File: config.mk
export PLATFORM = sky130hd
export DESIGN_NAME = pfsw_ctrl
export DESIGN_NICKNAME = d
export VERILOG_FILES = /design/src/design/pfsw_pkg.sv /design/src/design/pfsw_latch_if.sv /design/src/design/pfsw_latch_bank.sv /design/src/design/pfsw_ctrl.sv
export SDC_FILE = /design/constraint.sdc
export NUM_CORES = 1
export LEC_CHECK = 0
export ABC_AREA = 1
export BUFFER_PORTS_ARGS = -buffer_cell sky130_fd_sc_hd__buf_2
export CAP_MARGIN = 30
export CORE_ASPECT_RATIO = 1.75
export CORE_MARGIN = 2
export CORE_UTILIZATION = 35
export CTS_CLUSTER_SIZE = 28
export DETAILED_ROUTE_END_ITERATION = 10
export PLACE_DENSITY = 0.59
export SLEW_MARGIN = 0
export SYNTH_ARGS = -nofsm -noshare
export SYNTH_HDL_FRONTEND = slang
export SYNTH_SLANG_ARGS = --single-unit
export TNS_END_PERCENT = 1
File: constraint.sdc
create_clock -name mclk_in -period 2.1 [get_ports mclk_in]
set_input_delay 0.21 -clock mclk_in [delete_from_list [all_inputs] [get_ports mclk_in]]
set_output_delay 0.21 -clock mclk_in [all_outputs]
set_load 0.05 [all_outputs]
File: src/design/pfsw_pkg.sv
// Package for the program flash self-write controller.
// Assumes a single instruction clock and a synchronous reset.
package pfsw_pkg;
	localparam int          PFSW_DATA_W      = 14;
	localparam int          PFSW_ADDR_W      = 15;
	localparam int          PFSW_LATCHES     = 16;
	localparam int          PFSW_LATCH_SEL_W = 4;
	localparam int          PFSW_ROW_LSB     = 5;
	localparam logic [13:0] PFSW_BLANK_WORD  = 14'h3fff;
	localparam logic [7:0]  PFSW_UNLOCK_1    = 8'h55;
	localparam logic [7:0]  PFSW_UNLOCK_2    = 8'haa;
	localparam logic [14:0] PFSW_CFG_BASE    = 15'h2000;
	localparam logic [14:0] PFSW_UID_LAST    = 15'h2003;
	localparam logic [14:0] PFSW_DEVID_ADDR  = 15'h2006;
	localparam logic [14:0] PFSW_CFGW_ADDR   = 15'h2007;
	localparam int          PFSW_CLK_MHZ     = 25;
	localparam int          PFSW_PROG_TIME_US = 2000;
	localparam int          PFSW_PROG_CYCLES = PFSW_PROG_TIME_US * PFSW_CLK_MHZ;
	localparam int          PFSW_NOP_CYCLES  = 2;
	localparam logic [15:0] PFSW_CNT_W1      = 16'h0001;
	typedef enum logic [1:0] {
		PFSW_IDLE,
		PFSW_KEY1,
		PFSW_KEY2
	} pfsw_unlock_t;
	typedef enum logic [1:0] {
		PFSW_READY,
		PFSW_FORCE_NOP,
		PFSW_PROGRAM
	} pfsw_op_t;
endpackage

File: src/design/pfsw_latch_if.sv
// Interface carrying latch loads and row snapshot between top and bank.
// Assumes both ends share mclk_in.
`timescale 1ns/10ps
`default_nettype none
interface pfsw_latch_if;
	import pfsw_pkg::*;
	logic                        load;
	logic [PFSW_LATCH_SEL_W-1:0] sel;
	logic [PFSW_DATA_W-1:0]      wdata;
	logic                        blank_all;
	logic [PFSW_DATA_W-1:0]      word [PFSW_LATCHES];
	modport ctrl (output load, output sel, output wdata, output blank_all,
		input word);
	modport bank (input load, input sel, input wdata, input blank_all,
		output word);
endinterface
`default_nettype wire

File: src/design/pfsw_latch_bank.sv
// Sixteen write latches with per-word load and bulk blanking.
// Assumes load and blank_all come from logic on the same clock.
`timescale 1ns/10ps
`default_nettype none
module pfsw_latch_bank
	import pfsw_pkg::*;
(
	// Clock and reset.
	input  wire logic mclk_in,
	input  wire logic sys_rst_in,
	// Latch port.
	pfsw_latch_if.bank lb
);
	genvar gi;
	generate
		for (gi = 0; gi < PFSW_LATCHES; gi++) begin : g_lat
			logic [PFSW_DATA_W-1:0] word;
			wire                    hit = lb.load &&
				(lb.sel == PFSW_LATCH_SEL_W'(gi));
			always_ff @(posedge mclk_in) begin
				if (sys_rst_in || lb.blank_all)
					word <= PFSW_BLANK_WORD;
				else if (hit)
					word <= lb.wdata;
			end
			assign lb.word[gi] = word;
		end
	endgenerate
endmodule
`default_nettype wire

File: src/design/pfsw_ctrl.sv
// Program flash self-write controller: unlock, latch load, row program.
// Assumes software strobes from the core on mclk_in; flash array outside.
`timescale 1ns/10ps
`default_nettype none
module pfsw_ctrl
	import pfsw_pkg::*;
#(
	parameter int PROG_CYCLES = PFSW_PROG_CYCLES
) (
	// Clock and reset.
	input  wire logic                   mclk_in,
	input  wire logic                   sys_rst_in,
	// Software register strobes and values.
	input  wire logic [PFSW_ADDR_W-1:0] flash_address_in,
	input  wire logic [PFSW_DATA_W-1:0] flash_data_in,
	input  wire logic                   program_enable_in,
	input  wire logic                   config_space_select_in,
	input  wire logic                   latch_only_select_in,
	input  wire logic                   unlock_wr_in,
	input  wire logic [7:0]             unlock_data_in,
	input  wire logic                   start_set_in,
	input  wire logic                   other_access_in,
	input  wire logic                   read_req_in,
	input  wire logic                   error_clr_in,
	// Flash array read data.
	input  wire logic [PFSW_DATA_W-1:0] array_rdata_in,
	// Status to software.
	output logic                        write_start_out,
	output logic                        sequence_error_flag_out,
	output logic                        cpu_stall_out,
	output logic [PFSW_DATA_W-1:0]      flash_data_read_out,
	// Flash array program port.
	output logic                        array_prog_out,
	output logic                        array_cfg_out,
	output logic [PFSW_ADDR_W-1:0]      array_row_addr_out,
	output logic [PFSW_LATCHES*PFSW_DATA_W-1:0] array_prog_data_out
);
	pfsw_latch_if lat ();
	pfsw_latch_bank u_bank (
		.mclk_in    (mclk_in),
		.sys_rst_in (sys_rst_in),
		.lb         (lat.bank)
	);

	localparam logic [15:0] PROG_CNT = PROG_CYCLES[15:0] == 16'h0000 ?
		PFSW_CNT_W1 : PROG_CYCLES[15:0];

	// Write access rights in config space: user IDs only.
	function automatic logic cfg_writable(input logic [PFSW_ADDR_W-1:0] a);
		cfg_writable = (a >= PFSW_CFG_BASE) && (a <= PFSW_UID_LAST);
	endfunction
	function automatic logic cfg_readable(input logic [PFSW_ADDR_W-1:0] a);
		cfg_readable = cfg_writable(a) || (a == PFSW_DEVID_ADDR) ||
			(a == PFSW_CFGW_ADDR);
	endfunction

	pfsw_unlock_t unl;
	pfsw_unlock_t next_unl;
	pfsw_op_t     op;
	logic [15:0]  cnt;

	// Key sequence: any other access in between breaks it.
	always_comb begin
		next_unl = unl;
		case (unl)
			PFSW_IDLE:
				if (unlock_wr_in && unlock_data_in == PFSW_UNLOCK_1)
					next_unl = PFSW_KEY1;
			PFSW_KEY1:
				if (unlock_wr_in && unlock_data_in == PFSW_UNLOCK_2)
					next_unl = PFSW_KEY2;
				else if (unlock_wr_in || other_access_in || start_set_in)
					next_unl = PFSW_IDLE;
			PFSW_KEY2:
				if (unlock_wr_in || other_access_in || start_set_in)
					next_unl = PFSW_IDLE;
			default:
				next_unl = PFSW_IDLE;
		endcase
	end

	wire unlocked  = (unl == PFSW_KEY2);
	wire cfg_ok    = !config_space_select_in ||
		cfg_writable(flash_address_in);
	wire accept    = start_set_in && unlocked && program_enable_in &&
		(op == PFSW_READY) && cfg_ok;
	wire do_prog   = accept && !latch_only_select_in;
	wire prog_done = (op == PFSW_PROGRAM) && (cnt == PFSW_CNT_W1);

	// Address low bits pick the latch; upper bits the row.
	assign lat.load      = accept;
	assign lat.sel       = flash_address_in[PFSW_LATCH_SEL_W-1:0];
	assign lat.wdata     = flash_data_in;
	assign lat.blank_all = prog_done;

	// Word held by the addressed latch, watched by the unlock assertion.
	wire [PFSW_DATA_W-1:0] sel_word = lat.word[lat.sel];

	wire [PFSW_DATA_W-1:0] read_word =
		(config_space_select_in && !cfg_readable(flash_address_in)) ?
		'0 : array_rdata_in;

	always_ff @(posedge mclk_in) begin
		if (sys_rst_in)
			unl <= PFSW_IDLE;
		else
			unl <= next_unl;
	end

	always_ff @(posedge mclk_in) begin
		if (sys_rst_in) begin
			op  <= PFSW_READY;
			cnt <= 16'h0000;
		end else begin
			case (op)
				PFSW_READY:
					if (do_prog) begin
						op  <= PFSW_PROGRAM;
						cnt <= PROG_CNT;
					end else if (accept) begin
						op  <= PFSW_FORCE_NOP;
						cnt <= 16'(PFSW_NOP_CYCLES);
					end
				PFSW_FORCE_NOP, PFSW_PROGRAM:
					if (cnt == PFSW_CNT_W1)
						op <= PFSW_READY;
					else
						cnt <= cnt - PFSW_CNT_W1;
				default:
					op <= PFSW_READY;
			endcase
		end
	end

	// Only programs the latched row; erasing is done elsewhere.
	always_ff @(posedge mclk_in) begin
		if (sys_rst_in) begin
			array_prog_out      <= 1'b0;
			array_cfg_out       <= 1'b0;
			array_row_addr_out  <= '0;
			array_prog_data_out <= '0;
		end else begin
			array_prog_out <= do_prog;
			if (do_prog) begin
				array_cfg_out      <= config_space_select_in;
				array_row_addr_out <= {flash_address_in[PFSW_ADDR_W-1:
					PFSW_ROW_LSB], 5'h00};
				for (int i = 0; i < PFSW_LATCHES; i++)
					array_prog_data_out[i*PFSW_DATA_W +: PFSW_DATA_W] <=
						(i == int'(lat.sel)) ? flash_data_in : lat.word[i];
			end
		end
	end

	always_ff @(posedge mclk_in) begin
		if (sys_rst_in) begin
			write_start_out         <= 1'b0;
			sequence_error_flag_out <= 1'b0;
			cpu_stall_out           <= 1'b0;
			flash_data_read_out     <= '0;
		end else begin
			write_start_out <= accept || (op != PFSW_READY && !(
				cnt == PFSW_CNT_W1));
			// The set wins when a start attempt meets a clear.
			if (start_set_in)
				sequence_error_flag_out <= 1'b1;
			else if (error_clr_in)
				sequence_error_flag_out <= 1'b0;
			cpu_stall_out <= do_prog || (op == PFSW_PROGRAM &&
				cnt != PFSW_CNT_W1);
			if (read_req_in)
				flash_data_read_out <= read_word;
		end
	end
endmodule
`default_nettype wire

==> impl_metrics.ini <==
[grt]
overflow = 0
grt_max_degree = 133
first_global_vias = 18006
grt_usage = 0.210
grt_pass1_wl_um = 102000
antenna_found_initial = 0

[pwr]
power.total_mw = 19.4
p_leak_nw = 11.8
powerDensity_mw_per_mm2 = 762
vdd_ir_drop_max_uv = 541

[route]
drc = 0
drt_iter0_markers = 1076
drt_pass1_iterations = 5
drt_wl_total_um = 65100
drtAntennaViolNets = 0
wire_per_inst_um = 16.7
via_per_inst = 4.87
vias = 18966

[synth]
ys_top_cells_by_count = 967 x nand2_1, 497 x dfxtp_1, 314 x a21oi_1, 284 x o21ai_0, 160 x o211ai_1
synth_area_leaders = dfxtp_1 48%, nand2_1 18%, a21oi_1 7.6%
synth.avg_cell_area_um2 = 7.38
synth-edff-count = 0
ys_types = 38
ys_seq_area_frac = 0.482
async_flop_share = 0
synthCells = 2793
yosys.area.top_type = dfxtp_1
synth_warnings = 0
yosysMostFrequentCell = nand2_1
ys_ff_latch = 497
synth_top_area_share = 0.482
yosys_most_used_dff = dfxtp_1
synth_area_mm2 = 0.0206

[clocking]
clk_pin_slew_ns = 0.06
cts_max_level = 2
cts_tree = built
clockBufferDepth = 3
cts_sinks = 497
clock_latency_ns = 0.58
postCtsSetupBuffers = 0
cts-buffers-inserted = 47
clock_tree.root_cell = clkbuf_16

[floorplanning]
core-area_mm2 = 0.0583
start_util = 0.354
fp-row-count = 117
die_w_um = 188
die_h_um = 325
die_area_mm2 = 0.0610
io_pins = 319

[layout]
fin_nets = 3153
multiInputGateArea_mm2 = 0.00899
fill_cells = 6131
syn_to_final_growth_pct = 23.6
drive_gt1_frac = 0.183
register_area_mm2 = 0.00995

[timing]
slew_violations = 0
worstMarginPinSlew_ns = 0.837
skew_ns = 0.0136
hold_violations = 0
fmax_mhz = 509
tns_ns = 0
post-route-period-util = 0.936
rsz0062_at_grt = no
relSlewSlack = 0.442
setup-violations-final = 0
min_period_ns = 1.96

[placement]
dp_hpwl_um = 44400
io_buffer_count = 313
place.gp.congestion = 0.843

[setup_path]
required_ns = 2.60
cp.arrival_ns = 2.46
rr_worst_depth = 10
start_kind = input pin
cp_max_fo = 19
crit_type = in -> reg
worst_setup_path_end_kind = flop

[min_path]
min-delay-path-class = in -> reg
hold_depth = 3

[run]
max-cap-violations = 0

[status]
status = finished, final reports clean
==> state kept, by name (all words and copies together), names as in the netlist <==
register / count
u_bank.g_lat.word: 224
cpu_stall_out: 1
write_start_out: 1
op: 2
array_row_addr_out: 10
array_prog_data_out: 224
cnt: 16
unl: 2
array_cfg_out: 1
array_prog_out: 1
sequence_error_flag_out: 1
flash_data_read_out: 14
==> where the power goes <==
group	switching (mW)	leakage [nW]	internal, mW
combinational	0.716	7.01	0.235
clock	3.79	0.788	5.25
sequential	0.00722	4.01	9.44
total	4.51	11.8	14.9
==> layer usage <==
| layer | up-vias | global-route usage | wire length, µm |
|---|---|---|---|
| met5 | - | 0 | 0 |
| met1 | 8678 | 0.254 | 27600 |
| li1 | 9700 | - | - |
| met3 | 126 | 0.0275 | 2850 |
| met4 | 0 | 0.0892 | 2710 |
| met2 | 462 | 0.374 | 31900 |
==> final cells by class <==
| type | count | share of cell area |
|---|---|---|
| multi-input cells | 1909 | 0.353 |
| well taps | 773 | 0.0379 |
| diodes | 1 | 0.0000982 |
| flip-flops and latches | 497 | 0.390 |
| repair buffers | 469 | 0.131 |
| clock inverters | 14 | 0.00830 |
| clock buffers | 70 | 0.0551 |
| inverters | 164 | 0.0248 |
==> cells in the final DEF, fill, tap and decap left out, types with 3 or more instances in the layout <==
cell type,n
nand2_1,966
dfxtp_1,497
a21oi_1,314
buf_2,312
o21ai_0,284
o211ai_1,160
inv_1,145
buf_4,83
nor2_1,72
clkbuf_16,49
buf_12,38
dlygate4sd3_1,34
nand3_1,26
inv_2,15
o21ai_1,14
o211ai_2,13
nor2_2,11
clkbuf_8,11
clkbuf_1,11
nor2_4,5
nor2_8,5
nor3_1,5
conb_1,5
bufinv_16,5
nand4_1,4
ha_1,4
clkinv_2,4
nand2_2,3
xnor2_1,3
clkinv_4,3
==> through the flow <==
stage	area (µm²)	utilization	hold WS [ns]	std cells	worst slack, ns
2_1_floorplan	20600	-	0.327	2797	0.373
3_3_place_gp	23500	0.403	0.447	3777	-0.285
3_5_place_dp	23500	0.403	0.450	3778	-0.0124
4_1_cts	25500	0.437	0.0414	3896	0.0689
5_1_grt	25500	0.437	0.0778	3896	0.00135
6_report	25500	0.437	0.0804	3897	0.135
==> timing repair <==
| item | in CTS | in global routing |
|---|---|---|
| setup endpoints to repair | 0 | 231 |
| hold buffers | 34 | 0 |
| hold endpoints to repair | 32 | 0 |
| gates resized for setup | 0 | 6 |
==> critical path, cell delays in order <==
cell           delay, ns
dlygate4sd3_1       0.54
buf_2               0.13
nor2_1              0.25
and2_1              0.22
nand3_2             0.12
nand2_4             0.12
nand3_4             0.16
inv_8               0.12
buf_12              0.18
buf_12              0.17
nand2_1             0.08
a21oi_1             0.12
==> cell families (layout without fill, tap and decap cells) <==
group                      Yosys count  after routing  share of synthesized area
and+or+nand+nor                   1106           1106                      0.213
muxes                                1              1                   0.000485
other                                1              6                   0.000182
buffers and inverters              391            717                     0.0837
DFF                                497            497                      0.482
AOI/OAI and AO/OA                  788            788                      0.216
adders and majority gates            4              4                    0.00243
xor gates and xnor gates             5              5                    0.00212
==> final timing paths <==
check,startpoint,endpoint,slack [ns]
worst min register to register,array_prog_data_out[62],array_prog_data_out[62],0.46
worst max register to register,op[0],array_prog_data_out[38],0.17
worst min-delay path,flash_data_in[10],u_bank.g_lat[11].word[10],0.08
worst max-delay path,flash_address_in[11],array_prog_data_out[38],0.14
Power figures use the tool's default switching activity.
